## config.mk

```make
export PLATFORM = sky130hd
export DESIGN_NAME = otc_top
export DESIGN_NICKNAME = d
export VERILOG_FILES = /design/src/rtl/otc_pkg.sv /design/src/rtl/otc_top.sv
export SDC_FILE = /design/constraint.sdc
export NUM_CORES = 1
export LEC_CHECK = 0
export ABC_AREA = 0
export ABC_CLOCK_PERIOD_IN_PS = 2200
export BUFFER_PORTS_ARGS = -buffer_cell sky130_fd_sc_hd__buf_2
export CORE_MARGIN = 2
export CORE_UTILIZATION = 32
export DETAILED_ROUTE_END_ITERATION = 12
export GPL_TIMING_DRIVEN = 1
export PLACE_DENSITY_LB_ADDON = 0.12
export SYNTH_ARGS = -nofsm -noshare
export SYNTH_HDL_FRONTEND = slang
export SYNTH_SLANG_ARGS = --single-unit
```

## constraint.sdc

```tcl
create_clock -name clk_i -period 2.2 [get_ports clk_i]
set_clock_uncertainty 0.2 [all_clocks]
set_input_delay 0.44 -clock clk_i [delete_from_list [all_inputs] [get_ports clk_i]]
set_output_delay 0.44 -clock clk_i [all_outputs]
set_load 0.005 [all_outputs]
```

## src/rtl/otc_pkg.sv

```systemverilog
// Purpose: shared constants for the oscillator trim and clock backup block
// Assumes: 32-bit classic Wishbone, byte addressed, one word per register
// Notes:   offsets, field positions and reset values live here only
package otc_pkg;
    localparam int          ADR_W        = 8;
    localparam logic [7:0]  ADR_TRIM     = 8'h00;
    localparam logic [7:0]  ADR_CLOCK_CTRL_STATUS    = 8'h04;
    localparam logic [7:0]  ADR_PROT     = 8'h08;
    localparam logic [7:0]  ADR_ISTAT    = 8'h0C;
    localparam logic [7:0]  ADR_IMASK    = 8'h10;

    // clock_ctrl_status field positions
    localparam int          CK_PIN_HI    = 7;
    localparam int          CK_PIN_LO    = 6;
    localparam int          CK_BAKE      = 5;
    localparam int          CK_SEL       = 4;
    localparam int          CK_IE        = 3;
    localparam int          CK_IF        = 2;
    localparam int          CK_HLT       = 1;
    localparam int          CK_STA       = 0;

    // trim protect field positions
    localparam int          PR_LOCK      = 5;
    localparam int          PR_WE        = 4;

    // interrupt status / mask field positions
    localparam int          IRQ_SWITCH   = 0;
    localparam int          IRQ_HALT     = 1;
    localparam int          IRQ_W        = 2;

    localparam logic [7:0]  TRIM_RESET   = 8'h00;
    localparam logic [1:0]  PIN_RESET    = 2'h0;
    localparam logic [1:0]  PIN_IO_IO    = 2'h0;
    localparam logic [1:0]  PIN_CLOCK_OUTPUT_PIN   = 2'h2;
    localparam logic [1:0]  PIN_EXTCLK   = 2'h1;
    localparam logic [1:0]  PIN_XTAL     = 2'h3;
    localparam int          HALT_CYCLES  = 64;

    typedef enum logic [1:0] {
        ST_LOAD = 2'b01,
        ST_RUN  = 2'b10
    } otc_state_t;
endpackage

```

## src/rtl/otc_top.sv

```systemverilog
// Purpose: oscillator trim register, clock source select, ext clock backup
// Assumes: clk_i is the on-chip oscillator clock, ext_clk_i an async pin
// Notes:   halt detector counts clk_i cycles between external edges
//
// What this block does
// - trim applies only to the 20 MHz setting
// - trim loads from flash right after reset
// - reset clears trim to zero first
// - trim writes change frequency immediately
// - trim is signed, top bit is sign
// - two select bits map port C pins
// - halt detector runs only while backup enabled
// - halt forces system clock to on-chip oscillator
// - halt detector runs on on-chip oscillator clock
// - trim writable only when enabled, unlocked
// - switch to on-chip sets flag; read-then-write-0 clears
// - halt flag: 0 running, 1 halted or disabled
// - status bit: 0 on-chip, 1 external clock
//
// The implementer's own choices: register access over Wishbone and the register offsets.
`timescale 1ns/100ps
`default_nettype none
module otc_top
    import otc_pkg::*;
#(
    parameter int HALT_LIMIT = HALT_CYCLES
) (
    input  wire logic              clk_i,
    input  wire logic              rst_i,
    input  wire logic              wb_cyc_i,
    input  wire logic              wb_stb_i,
    input  wire logic              wb_we_i,
    input  wire logic [ADR_W-1:0]  wb_adr_i,
    input  wire logic [3:0]        wb_sel_i,
    input  wire logic [31:0]       wb_dat_i,
    output logic      [31:0]       wb_dat_o,
    output logic                   wb_ack_o,
    input  wire logic [7:0]        flash_trim_i,
    input  wire logic              osc_freq_select_i,
    input  wire logic              ext_clk_i,
    output logic signed [7:0]      osc_trim_o,
    output logic                   trim_active_o,
    output logic                   sys_clk_source_sel_o,
    output logic                   clock_output_pin_o,
    output logic                   xtal_out_pin_o,
    output logic                   xtal_in_pin_o,
    output logic                   irq_o
);
    localparam int CNT_W = $clog2(HALT_LIMIT + 1);
    localparam logic [CNT_W-1:0] CNT_MAX = CNT_W'(HALT_LIMIT);
    localparam logic [CNT_W-1:0] CNT_ZERO = '0;

    otc_state_t        state_ff;
    logic [7:0]        trim_ff;
    logic              trim_act_ff;
    logic [1:0]        pin_sel_ff;
    logic              clock_output_pin_ff;
    logic              xout_ff;
    logic              xin_ff;
    logic              bake_ff;
    logic              sel_ff;
    logic              ie_ff;
    logic              if_ff;
    logic              if_seen_ff;
    logic              lock_ff;
    logic              twe_ff;
    logic [IRQ_W-1:0]  istat_ff;
    logic [IRQ_W-1:0]  imask_ff;
    logic              irq_ff;
    logic              ack_ff;
    logic [31:0]       rdat_ff;
    logic              ext_s1_ff;
    logic              ext_s2_ff;
    logic              ext_s3_ff;
    logic [CNT_W-1:0]  cnt_ff;
    logic              halt_ff;

    logic              req;
    logic              wr;
    logic              rd;
    logic              wr_trim;
    logic              wr_ck;
    logic              wr_prot;
    logic              wr_imask;
    logic              rd_ck;
    logic              rd_istat;
    logic              trim_ok;
    logic              ext_edge;
    logic              nxt_sel;
    logic              sw_evt;
    logic              halt_evt;
    logic              nxt_if;
    logic [7:0]        ck_rd;
    logic [31:0]       nxt_rdat;

    function automatic logic hit(input logic [ADR_W-1:0] a,
                                 input logic [7:0] off);
        return a == off[ADR_W-1:0];
    endfunction

    // bus requests wait out the flash load cycle
    assign req      = wb_cyc_i & wb_stb_i & ~ack_ff & (state_ff == ST_RUN);
    assign wr       = req & wb_we_i & wb_sel_i[0];
    assign rd       = req & ~wb_we_i;
    assign wr_trim  = wr & hit(wb_adr_i, ADR_TRIM);
    assign wr_ck    = wr & hit(wb_adr_i, ADR_CLOCK_CTRL_STATUS);
    assign wr_prot  = wr & hit(wb_adr_i, ADR_PROT);
    assign wr_imask = wr & hit(wb_adr_i, ADR_IMASK);
    assign rd_ck    = rd & hit(wb_adr_i, ADR_CLOCK_CTRL_STATUS);
    assign rd_istat = rd & hit(wb_adr_i, ADR_ISTAT);
    assign trim_ok  = twe_ff & ~lock_ff;

    always_ff @(posedge clk_i) begin
        if (rst_i) begin
            state_ff <= ST_LOAD;
        end else begin
            state_ff <= ST_RUN;
        end
    end

    // trim is live on the oscillator the cycle after the write
    always_ff @(posedge clk_i) begin
        if (rst_i) begin
            trim_ff <= TRIM_RESET;
        end else if (state_ff == ST_LOAD) begin
            trim_ff <= flash_trim_i;
        end else if (wr_trim && trim_ok) begin
            trim_ff <= wb_dat_i[7:0];
        end
    end
    assign osc_trim_o = $signed(trim_ff);

    always_ff @(posedge clk_i) begin
        if (rst_i) begin
            trim_act_ff <= 1'b0;
        end else begin
            trim_act_ff <= osc_freq_select_i;
        end
    end
    assign trim_active_o = trim_act_ff;

    // lock is sticky until reset, clearing writes are ignored
    always_ff @(posedge clk_i) begin
        if (rst_i) begin
            lock_ff <= 1'b0;
            twe_ff  <= 1'b0;
        end else if (wr_prot) begin
            lock_ff <= lock_ff | wb_dat_i[PR_LOCK];
            twe_ff  <= wb_dat_i[PR_WE];
        end
    end

    always_ff @(posedge clk_i) begin
        if (rst_i) begin
            pin_sel_ff <= PIN_RESET;
            bake_ff    <= 1'b0;
            ie_ff      <= 1'b0;
        end else if (wr_ck) begin
            pin_sel_ff <= {wb_dat_i[CK_PIN_HI], wb_dat_i[CK_PIN_LO]};
            bake_ff    <= wb_dat_i[CK_BAKE];
            ie_ff      <= wb_dat_i[CK_IE];
        end
    end

    always_ff @(posedge clk_i) begin
        if (rst_i) begin
            clock_output_pin_ff <= 1'b0;
            xout_ff   <= 1'b0;
            xin_ff    <= 1'b0;
        end else begin
            clock_output_pin_ff <= (pin_sel_ff == PIN_CLOCK_OUTPUT_PIN);
            xout_ff   <= (pin_sel_ff == PIN_XTAL);
            xin_ff    <= pin_sel_ff[0];
        end
    end
    assign clock_output_pin_o = clock_output_pin_ff;
    assign xtal_out_pin_o     = xout_ff;
    assign xtal_in_pin_o      = xin_ff;

    // runs on clk_i; stopping the on-chip oscillator blinds it
    always_ff @(posedge clk_i) begin
        if (rst_i) begin
            ext_s1_ff <= 1'b0;
            ext_s2_ff <= 1'b0;
            ext_s3_ff <= 1'b0;
        end else begin
            ext_s1_ff <= ext_clk_i;
            ext_s2_ff <= ext_s1_ff;
            ext_s3_ff <= ext_s2_ff;
        end
    end
    assign ext_edge = ext_s2_ff & ~ext_s3_ff;

    // external clock must rise faster than HALT_LIMIT clk_i cycles
    always_ff @(posedge clk_i) begin
        if (rst_i || !bake_ff) begin
            cnt_ff  <= CNT_ZERO;
            halt_ff <= 1'b1;
        end else if (ext_edge) begin
            cnt_ff  <= CNT_ZERO;
            halt_ff <= 1'b0;
        end else if (cnt_ff != CNT_MAX) begin
            cnt_ff  <= cnt_ff + CNT_W'(1);
            halt_ff <= (cnt_ff + CNT_W'(1) == CNT_MAX);
        end
    end
    assign halt_evt = bake_ff & ~ext_edge & ~halt_ff
                    & (cnt_ff + CNT_W'(1) == CNT_MAX);

    always_comb begin
        nxt_sel = sel_ff;
        if (wr_ck) begin
            if (!bake_ff || !wb_dat_i[CK_SEL] || !if_ff) begin
                nxt_sel = wb_dat_i[CK_SEL];
            end
        end
        if (bake_ff && halt_ff && sel_ff) begin
            nxt_sel = 1'b0;
        end
    end
    assign sw_evt = sel_ff & ~nxt_sel;

    always_ff @(posedge clk_i) begin
        if (rst_i) begin
            sel_ff <= 1'b0;
        end else begin
            sel_ff <= nxt_sel;
        end
    end
    assign sys_clk_source_sel_o = sel_ff;

    // a new switch beats a clearing write in the same cycle
    always_comb begin
        nxt_if = if_ff;
        if (wr_ck && !wb_dat_i[CK_IF] && if_seen_ff) begin
            nxt_if = 1'b0;
        end
        if (sw_evt) begin
            nxt_if = 1'b1;
        end
    end

    always_ff @(posedge clk_i) begin
        if (rst_i) begin
            if_ff      <= 1'b0;
            if_seen_ff <= 1'b0;
        end else begin
            if_ff <= nxt_if;
            if (rd_ck && if_ff) begin
                if_seen_ff <= 1'b1;
            end else if (!nxt_if) begin
                if_seen_ff <= 1'b0;
            end
        end
    end

    always_ff @(posedge clk_i) begin
        if (rst_i) begin
            istat_ff <= '0;
        end else begin
            istat_ff[IRQ_SWITCH] <= sw_evt
                                  | (istat_ff[IRQ_SWITCH] & ~rd_istat);
            istat_ff[IRQ_HALT]   <= halt_evt
                                  | (istat_ff[IRQ_HALT] & ~rd_istat);
        end
    end

    always_ff @(posedge clk_i) begin
        if (rst_i) begin
            imask_ff <= '0;
        end else if (wr_imask) begin
            imask_ff <= wb_dat_i[IRQ_W-1:0];
        end
    end

    // switch flag also reaches the line through its own enable
    always_ff @(posedge clk_i) begin
        if (rst_i) begin
            irq_ff <= 1'b0;
        end else begin
            irq_ff <= (|(istat_ff & imask_ff)) | (if_ff & ie_ff);
        end
    end
    assign irq_o = irq_ff;

    always_comb begin
        ck_rd = {pin_sel_ff, bake_ff, sel_ff, ie_ff, if_ff,
                 halt_ff, sel_ff};
        nxt_rdat = '0;
        if (hit(wb_adr_i, ADR_TRIM)) begin
            nxt_rdat[7:0] = trim_ff;
        end else if (hit(wb_adr_i, ADR_CLOCK_CTRL_STATUS)) begin
            nxt_rdat[7:0] = ck_rd;
        end else if (hit(wb_adr_i, ADR_PROT)) begin
            nxt_rdat[PR_LOCK] = lock_ff;
            nxt_rdat[PR_WE]   = twe_ff;
        end else if (hit(wb_adr_i, ADR_ISTAT)) begin
            nxt_rdat[IRQ_W-1:0] = istat_ff;
        end else if (hit(wb_adr_i, ADR_IMASK)) begin
            nxt_rdat[IRQ_W-1:0] = imask_ff;
        end
    end

    always_ff @(posedge clk_i) begin
        if (rst_i) begin
            ack_ff  <= 1'b0;
            rdat_ff <= '0;
        end else begin
            ack_ff <= req;
            if (rd) begin
                rdat_ff <= nxt_rdat;
            end
        end
    end
    assign wb_ack_o = ack_ff;
    assign wb_dat_o = rdat_ff;
endmodule
`default_nettype wire
```

Word-level counts from Yosys, hierarchy flattened
Cells that the tools add are included.
{"block": "totals", "ff_bits": 48, "input_bits": 59, "out_inout_bits": 47, "wordCells": 109}
{"block": "op_classes", "addsub": 1, "n_eq_ne": 11, "n_mux": 21, "n_bitwise": 34, "n_reduce_logical": 18}
{"op": "8-bit 2-to-1 mux", "n": 3}
{"op": "1-bit bitwise AND", "n": 21}
{"op": "2-bit 2-to-1 mux", "n": 9}
{"op": "8-bit by 4-bit equality test with 1-bit output (second input constant)", "n": 2}
{"op": "1-bit 2-to-1 mux", "n": 9}
{"op": "8-bit by 3-bit equality test with 1-bit output (second input constant)", "n": 1}
{"op": "8-bit by 5-bit equality test with 1-bit output (second input constant)", "n": 1}
{"op": "8-bit zero test", "n": 1}
{"op": "1-bit inverter", "n": 8}
{"op": "7-bit by 1-bit adder with 7-bit output (second input constant)", "n": 1}
{"op": "7-bit equality test (second input constant)", "n": 1}
{"op": "7-bit != test (second input constant)", "n": 1}
{"op": "2-bit equality test (second input constant)", "n": 3}
{"op": "1-bit logical AND", "n": 6}
{"op": "1-bit zero test", "n": 4}
{"op": "1-bit OR", "n": 4}
{"op": "2-bit nonzero test", "n": 2}
{"op": "2-bit OR reduction", "n": 2}
{"op": "1-bit logical OR", "n": 3}
{"op": "2-bit bitwise AND", "n": 1}
{"op": "2-bit by 1-bit equality test with 1-bit output (second input constant)", "n": 1}
{"op": "2-bit by 1-bit != test with 1-bit output (second input constant)", "n": 1}

Depth between registers and ports, before layout
Gate-level depths: netlist of run 1.
{"block": "logic_depth", "word_depth": 13, "ltp_mapped": 6}

Least setup slack after synthesis of run 1
Ideal clock, no wire load.
{"block": "synth_path", "path_type": "input to register", "from": "in wb_adr_i[7]", "to": "reg if_seen_ff", "setup_time_ps": 120, "t_arrival_ps": 1775, "required_time_ps": 1880, "path_slack_ps": 105, "path_stages": 5, "cell_sequence": "or4_4 > nor2_8 > nand4_4 > o2111a_1 > a211o_1"}
{"block": "synth_via", "elab_chain_cells": 8}
{"item": "start, declared", "line": "otc_top.sv:33", "rtl": "input wire logic [ADR_W-1:0] wb_adr_i,"}
{"item": "8-bit by 3-bit equality test with 1-bit output (*)", "line": "otc_top.sv:98", "rtl": "return a == off[ADR_W-1:0];"}
{"item": "1-bit bitwise AND", "line": "otc_top.sv:106", "rtl": "assign wr_ck = wr & hit(wb_adr_i, ADR_CLOCK_CTRL_STATUS);"}
{"item": "1-bit 2-to-1 mux", "line": "otc_top.sv:212", "rtl": "if (wr_ck) begin"}
{"item": "1-bit 2-to-1 mux", "line": "otc_top.sv:217", "rtl": "if (bake_ff && halt_ff && sel_ff) begin"}
{"item": "1-bit inverter", "line": "otc_top.sv:221", "rtl": "assign sw_evt = sel_ff & ~nxt_sel;"}
{"item": "1-bit bitwise AND", "line": "otc_top.sv:221"}
{"item": "1-bit 2-to-1 mux", "line": "otc_top.sv:238", "rtl": "if (sw_evt) begin"}
{"item": "2-bit by 1-bit != test with 1-bit output (no source line)"}
{"item": "end signal, assigned", "line": "otc_top.sv:246", "rtl": "if_seen_ff <= 1'b0;"}
{"item": "end signal, assigned", "line": "otc_top.sv:250", "rtl": "if_seen_ff <= 1'b1;"}
{"item": "end signal, assigned", "line": "otc_top.sv:252", "rtl": "if_seen_ff <= 1'b0;"}
{"item": "end, declared", "line": "otc_top.sv:64", "rtl": "logic if_seen_ff;"}
Every way passes the cells marked *; elsewhere a longest branch is shown, timed or not.
A chain may end at the register's enable or synchronous reset.

Final worst setup path of run 1
{"block": "layout_path", "from": "reg ack_ff, in the netlist wb_ack_o", "to": "reg trim_ff[3], in the netlist osc_trim_o[3]"}
{"block": "layout_via", "elab_chain_cells": 8}
{"item": "start, declared", "line": "otc_top.sv:70", "rtl": "logic ack_ff;"}
{"item": "start signal, assigned", "line": "otc_top.sv:309", "rtl": "ack_ff <= req;"}
{"item": "1-bit inverter", "line": "otc_top.sv:102", "rtl": "assign req = wb_cyc_i & wb_stb_i & ~ack_ff & (state_ff == ST_RUN);"}
{"item": "1-bit bitwise AND (2 in a row)", "line": "otc_top.sv:102"}
{"item": "1-bit bitwise AND (2 in a row)", "line": "otc_top.sv:103", "rtl": "assign wr = req & wb_we_i & wb_sel_i[0];"}
{"item": "1-bit bitwise AND", "line": "otc_top.sv:105", "rtl": "assign wr_trim = wr & hit(wb_adr_i, ADR_TRIM);"}
{"item": "1-bit logical AND", "line": "otc_top.sv:127", "rtl": "end else if (wr_trim && trim_ok) begin"}
{"item": "2-bit nonzero test (no source line)"}
{"item": "end signal, assigned", "line": "otc_top.sv:126", "rtl": "trim_ff <= flash_trim_i;"}
{"item": "end signal, assigned", "line": "otc_top.sv:128", "rtl": "trim_ff <= wb_dat_i[7:0];"}
{"item": "end, declared", "line": "otc_top.sv:54", "rtl": "logic [7:0] trim_ff;"}
No other way between the ends.

==> summary.txt, run 1 <==
STA
  • Final worst setup slack: 0.2534 ns
  • Fin crit share: 88.48%
  • RSZ-0062 raised after global routing: false
  • Fmax: 0.5137 GHz
  • Fin. Hold Viols: 0
  • Pins Over Slew Limit: 0
  • Slew headroom: 65.19%
  • Setup TNS: 0 ns
  • Slew @ Worst Pin: 0.5174 ns
  • Final min period: 1.947 ns
  • Setup violations, final: 0

Worst setup path
  • Crit. End Element: register
  • Crit Path Max Fanout: 16
  • CP Launch Point: wb_ack_o$_SDFF_PP0_
  • Critical Path AT: 1.94 ns
  • R2R Path Start: wb_ack_o$_SDFF_PP0_
  • Reg2Reg Depth: 4
  • WS Path Type: register to register
  • Worst reg2reg setup slack: 0.25 ns
  • R2R Path End: osc_trim_o[3]$_SDFFE_PP0P_
  • Crit path launch type: register
  • CP required: 2.20 ns

Run status
  • Status: finished clean

Finish
  • Layout cell share with drive strength beyond 1: 29.30%
  • Nets: 375
  • Commonest non-fill, non-tap cells in the layout: 54 x buf_2, 48 x dfxtp_1, 24 x conb_1, 23 x mux2i_1, 21 x nor2_1
  • Area growth syn-to-layout: 16.17%
  • Non-Filler Instances: 413
  • Antenna diode count: 0
  • Number of fill cells in the layout: 793
  • Commonest non-fill, non-tap cell in the layout: buf_2
  • Design Area, Final: 0.002805 mm2
  • Final core utilization: 38.47%

Route
  • DR WL/cell: 13.35 um
  • DR vias: 1917
  • DR iter-0 viols: 48
  • Post-route ant nets: 0
  • DRC viols: 0
  • DR pass1 iterations: 4
  • Vias per cell: 4.642
  • Drt total wl: 5.515 mm

Synthesis
  • Main combinational cell family by area after synthesis: simple AND/OR/NAND/NOR gates
  • Sequential area share after synthesis: 39.79%
  • Post-synthesis mux area share: 10.47%
  • FFs w/ async S/R, synth: 0%
  • Compound-cell area share of the yosys netlist: 11.61%
  • Cells after Synth: 254
  • Post-synth top area share: 39.79%
  • Area share of fa/ha/maj cells after synthesis: 1.036%
  • Most used DFF post-synth: dfxtp_1
  • Ranking of synthesized cells by area: dfxtp_1 40%, mux2i_1 9.5%, buf_4 7.5%, nor2_1 3.3%, nor2b_1 2.8%
  • Yosys cell types: 53
  • Post-synthesis xor/xnor area fraction: 1.813%
  • Synth warn: 0
  • Cell area after synthesis: 0.002415 mm2
  • Post-synthesis simple-gate area fraction: 23.52%
  • Number of flops mapped to enable cells by yosys: 0
  • Dominant cell type by area after synthesis: dfxtp_1
  • Synth Register Bits: 48
  • Mean area per synthesized cell: 9.507 um2

Global routing
  • Tot GR Track Use: 13.15%
  • Initial antenna violation count: 0
  • First-pass GRT wire length: 8.700 mm
  • Vias in the first global route: 1756
  • Largest net degree at the start of global routing: 22
  • Global route total overflow: 0

Power
  • VDD IR-drop max: 0.2018 mV
  • Cell leakage power: 1.256 nW
  • PwrDens: 551.7 mW/mm2

Floorplan
  • Starting Density: 33.12%
  • Top Ports: 106
  • Die width: 90.87 um
  • Die area: 0.008257 mm2
  • Site Rows: 31
  • Core Box Area: 0.007292 mm2
  • Die boundary height: 90.87 um

CTS
  • TritonCTS clock tree: yes
  • H-tree depth: 2
  • Num CTS Buffers: 5
  • Setup bufs post-CTS: 0
  • Post_cts resized: 0
  • CTS sink cnt: 48
  • Max Root-Sink Buffers: 2
  • Clock latency on the worst-skew pair: 0.30 ns
  • Clk slew on worst S/H paths: 0.08 ns
  • Hold_buf cts: 0
  • CTS root buf: clkbuf_8

Job
  • Maxcap violations: 0

Placed design
  • Placement Setup Slack: -0.05071 ns
  • Cells after DPL: 406
  • Port bufs: 54
  • Post-DP HPWL: 4.139 mm
  • Placed Area: 0.002728 mm2
  • Final RePlAce weighted congestion: 0.7632

Min path
  • Hold Crit Depth: 2
  • Worst hold start: osc_freq_select_i
  • Tightest Hold Check Type: input port to register
  • Min-Delay Endpoint: trim_active_o$_SDFF_PP0_
## state kept, by name, summed over array words and instances, names as in the netlist
signal,cells
halt_ff,1
xtal_out_pin_o,1
state_ff,2
pin_sel_ff,2
if_ff,1
istat_ff,2
xtal_in_pin_o,1
lock_ff,1
bake_ff,1
wb_dat_o,8
cnt_ff,7
irq_o,1
sys_clk_source_sel_o,1
wb_ack_o,1
twe_ff,1
trim_active_o,1
ie_ff,1
if_seen_ff,1
osc_trim_o,8
ext_s3_ff,1
imask_ff,2
clock_output_pin_o,1
ext_s1_ff,1
ext_s2_ff,1
## power breakdown
part           internal [mW]  leakage, nW  total (mW)  switching [mW]
Clock                  0.217       0.0410       0.505           0.288
Combinational         0.0644        0.826       0.152          0.0875
Sequential             0.881        0.389       0.891         0.00925
Total                   1.16         1.26        1.55           0.385
## critical path, stage by stage (launching register included)
cell and delay [ns]:
dfxtp_1 0.35, nand4b_1 0.20, nor4_1 0.47, a31oi_4 0.29
a31o_2 0.32
## stage by stage
stage	power, mW	hold slack (ns)
CTS	1.573	0.1368
global route	1.623	0.1619
finish	1.548	0.1425
floorplan	1.033	0.2138
detailed placement	1.065	0.2282
global placement	1.065	0.2197
## final cells by class
class                      instances  area, um2  share of cell area (%)
clock buffer                       6      72.57                   2.587
clock inverter                     1      5.005                  0.1784
inverter                           4      15.01                  0.5352
multi-input combinational        188       1260                   44.92
sequential                        48      960.9                   34.26
tap                               99      123.9                   4.416
timing repair buffer              67      367.9                   13.11
## Yosys cell counts, types with 3 or more instances
cell type,n
dfxtp_1,48
buf_4,24
mux2i_1,23
nor2_1,21
nand2_1,16
nand3_1,11
nor2b_1,11
o21ai_0,9
a21oi_1,8
nor3_1,8
a31o_2,6
clkbuf_1,5
inv_1,4
buf_2,3
nand4b_1,3
xnor2_1,3
## worst max path at each step
stage / endpoint / slack (ns) / cells past startpoint
final: osc_trim_o[3]$_SDFFE_PP0P_ / 0.25 / 4
after global routing: osc_trim_o[4]$_SDFFE_PP0P_ / 0.13 / 5
after CTS: osc_trim_o[1]$_SDFFE_PP0P_ / 0.24 / 5
after detailed placement: if_seen_ff$_SDFFE_PP0P_ / -0.05 / 6
after global placement: if_seen_ff$_SDFFE_PP0P_ / -0.03 / 6
after floorplan: if_seen_ff$_SDFFE_PP0P_ / 0.11 / 5
## metal layers
metal / up-vias / part of all wire (%) / wire (um) / GRT usage [%]
met5: - / 0 / 0 / 0
met4: 0 / 1.2 / 66 / 3.788
met3: 7 / 4.9 / 271 / 2.838
met2: 60 / 44 / 2439 / 20.27
met1: 884 / 50 / 2737 / 18.46
li1: 966 / - / - / -
## logic make-up (layout without fill, tap and decap cells)
logic type      Yosys count  in the layout
simple gates             94             94
flops                    48             48
buf+inv                  41             78
compound gates           38             38
mux                      25             25
xor+xnor                  5              5
fa+ha+maj                 2              2
other cells               1             24
Note: power is estimated with default switching activity, not from simulation.
==> run 2: changes to the inputs <==
--- a/config.mk
+++ b/config.mk
@@ -6,13 +6,13 @@
 export NUM_CORES = 1
 export LEC_CHECK = 0
 export ABC_AREA = 0
-export ABC_CLOCK_PERIOD_IN_PS = 2200
+export ABC_CLOCK_PERIOD_IN_PS = 1990
 export BUFFER_PORTS_ARGS = -buffer_cell sky130_fd_sc_hd__buf_2
 export CORE_MARGIN = 2
-export CORE_UTILIZATION = 32
+export CORE_UTILIZATION = 47
 export DETAILED_ROUTE_END_ITERATION = 12
 export GPL_TIMING_DRIVEN = 1
-export PLACE_DENSITY_LB_ADDON = 0.12
+export PLACE_DENSITY = 0.85
 export SYNTH_ARGS = -nofsm -noshare
 export SYNTH_HDL_FRONTEND = slang
 export SYNTH_SLANG_ARGS = --single-unit
==> constraint.sdc (replaced) <==
create_clock -name clk_i -period 1.99 [get_ports clk_i]
set_clock_uncertainty 0.2 [all_clocks]
set_input_delay 0.398 -clock clk_i [delete_from_list [all_inputs] [get_ports clk_i]]
set_output_delay 0.398 -clock clk_i [all_outputs]
set_load 0.005 [all_outputs]
==> summary.txt, run 2 (same netlist as run 1, synthesis figures left out) <==
Worst setup path
  • Crit. End Element: register
  • Worst path max stage delay: 0.57 ns (+0.10 ns)
  • WS Path Type: input port to register
  • Crit Path Max Fanout: 3 (-13)
  • Crit path max-delay cell type: or4_4
  • Worst path cell trace: buf_2 > or4_4 > nor3_1 > a41oi_1 > a22o_1
  • Worst reg2reg setup slack: 0.09 ns (-0.16 ns)
  • Worst path bufs/invs: 1 (+1)
  • CP endpoint: istat_ff[1]$_SDFF_PP0_
  • R2R Path End: osc_trim_o[1]$_SDFFE_PP0P_
  • Reg2Reg Depth: 5 (+1)
  • CP required: 2.00 ns (-0.20 ns)
  • Critical path depth: 5 (+1)
  • R2R Path Start: wb_ack_o$_SDFF_PP0_
  • Crit path launch type: input port
  • Critical Path AT: 1.94 ns (about the same)
  • CP Launch Point: wb_adr_i[0]
  • Worst path top cell family by delay: simple AND/OR/NAND/NOR gates

Finish
  • Non-Filler Instances: 386 (-6.5%)
  • Commonest non-fill, non-tap cell in the layout: buf_2
  • Layout cell share with drive strength beyond 1: 31.33% (+2.0 points)
  • Final core utilization: 57.22% (+19 points)
  • Commonest non-fill, non-tap cells in the layout: 54 x buf_2, 48 x dfxtp_1, 24 x conb_1, 23 x mux2i_1, 21 x nor2_1
  • Antenna diode count: 0 (unchanged)
  • Area growth syn-to-layout: 19.48%
  • Nets: 376 (+0.27%)

Placed design
  • Final RePlAce weighted congestion: 0.8497 (+11%)
  • Post-DP HPWL: 3.920 mm (-5.3%)
  • Port bufs: 54 (unchanged)
  • Cells after DPL: 378 (-6.9%)

CTS
  • Clk slew on worst S/H paths: 0.09 ns (about the same)
  • TritonCTS clock tree: yes
  • H-tree depth: 2 (unchanged)
  • Num CTS Buffers: 5 (unchanged)
  • CTS sink cnt: 48 (unchanged)
  • CTS root buf: clkbuf_8
  • Clock latency on the worst-skew pair: 0.31 ns (about the same)
  • Max Root-Sink Buffers: 2 (unchanged)

Route
  • DR iter-0 viols: 70 (+46%)
  • Drt total wl: 5.380 mm (-2.4%)
  • DRC viols: 0 (unchanged)
  • DR WL/cell: 13.94 um (+4.4%)
  • DR vias: 1989 (+3.8%)
  • Vias per cell: 5.153 (+11%)
  • DR pass1 iterations: 4 (unchanged)
  • Post-route ant nets: 0 (unchanged)

Global routing
  • First-pass GRT wire length: 8.397 mm (-3.5%)
  • Vias in the first global route: 1809 (+3.0%)
  • Largest net degree at the start of global routing: 19 (-14%)
  • Initial antenna violation count: 0 (unchanged)
  • Global route total overflow: 0 (unchanged)
  • Tot GR Track Use: 19.41% (+6.3 points)

Power
  • Power consumption: 1.919 mW (+24%)
  • VDD IR-drop max: 0.4177 mV (+110%)
  • PwrDens: 665.1 mW/mm2 (+21%)
  • Cell leakage power: 1.298 nW (+3.3%)

Floorplan
  • Starting Density: 47.89% (+15 points)
  • Die boundary height: 75.68 um (-17%)
  • Die width: 75.68 um (-17%)
  • Die area: 0.005727 mm2 (-31%)
  • Top Ports: 106 (unchanged)
  • Site Rows: 26 (-16%)
  • Core Box Area: 0.005042 mm2 (-31%)

Min path
  • Tightest Hold Check Type: input port to register
  • Hold Crit Depth: 2 (unchanged)

STA
  • Fmax: 0.5177 GHz
  • Fin. Hold Viols: 0 (unchanged)
  • Pins Over Slew Limit: 0 (unchanged)
  • Hold WS: 0.09089 ns (-0.05162 ns)
  • Slew @ Worst Pin: 0.5868 ns (+0.06931 ns)
  • Fin crit share: 97.07%
  • Slew headroom: 60.88% (-4.3 points)
  • Final min period: 1.932 ns
  • RSZ-0062 raised after global routing: true
  • Setup violations, final: 0 (unchanged)

Run status
  • Status: finished clean

Job
  • Maxcap violations: 0 (unchanged)
==> run 2: cell count changes in the layout (fill, tap and decap cells not counted), moves of 3 or more <==
cell	change
nor3_1	-3
nor3_2	+3
a31o_2	-5
a31o_4	+5
==> run 2: area by class of cell <==
class / count / area (um2)
fillers: 425 / 2157
multi-input cells: 188 / 1325
flip-flops and latches: 48 / 960.9
repair buffers: 68 / 375.4
well taps: 70 / 87.58
clock buffers: 6 / 82.58
clock inverters: 2 / 38.79
inverters: 4 / 15.01
==> run 2: how the worst min path moves through the flow <==
stage / startpoint / endpoint
after CTS: osc_freq_select_i / trim_active_o$_SDFF_PP0_
after global routing: ext_clk_i / ext_s1_ff$_SDFF_PP0_
after global placement: ext_s1_ff$_SDFF_PP0_ / ext_s2_ff$_SDFF_PP0_
after detailed placement: ext_s1_ff$_SDFF_PP0_ / ext_s2_ff$_SDFF_PP0_
final: osc_freq_select_i / trim_active_o$_SDFF_PP0_
after floorplan: ext_s1_ff$_SDFF_PP0_ / ext_s2_ff$_SDFF_PP0_
==> run 2: metrics by stage <==
| stage | setup TNS, ns | area, um2 | setup slack (ns) |
|---|---|---|---|
| global route | -0.002095 | 2885 | -0.002095 |
| floorplan | -0.1008 | 2551 | -0.04728 |
| finish | 0 | 2885 | 0.05839 |
| CTS | 0 | 2870 | 0.05785 |
| global placement | -2.753 | 2743 | -0.1863 |
| detailed placement | -3.331 | 2743 | -0.2099 |
==> run 2: what timing repair did <==
item / 4_1_cts / 5_1_grt
pin swaps: 0 / 1
setup endpoints to repair: 1 / 3
gates resized for setup: 1 / 3
hold buffers: 0 / 0
setup buffers: 0 / 0
==> run 2: routing by layer <==
layer  routed length (um)  track usage [%]  up-vias
met2                 2729            31.79       79
met5                    0                0        -
met4                   78            6.823        0
met1                 2228            24.88      929
met3                  344            4.894        9
li1                     -                -      972
==> run 2: worst register-to-register path: stages, from the launching register on <==
cell and delay [ns]:
dfxtp_1 0.36, nand4b_1 0.23, nor4_2 0.34, a31oi_4 0.31, nor3_1 0.29, a31o_4 0.12
==> run 2: where the power goes <==
group | leakage, nW | total [mW] | switching, mW | internal [mW]
sequential | 0.389 | 0.986 | 0.0114 | 0.974
combinational | 0.847 | 0.181 | 0.103 | 0.0784
clock | 0.0614 | 0.752 | 0.341 | 0.411
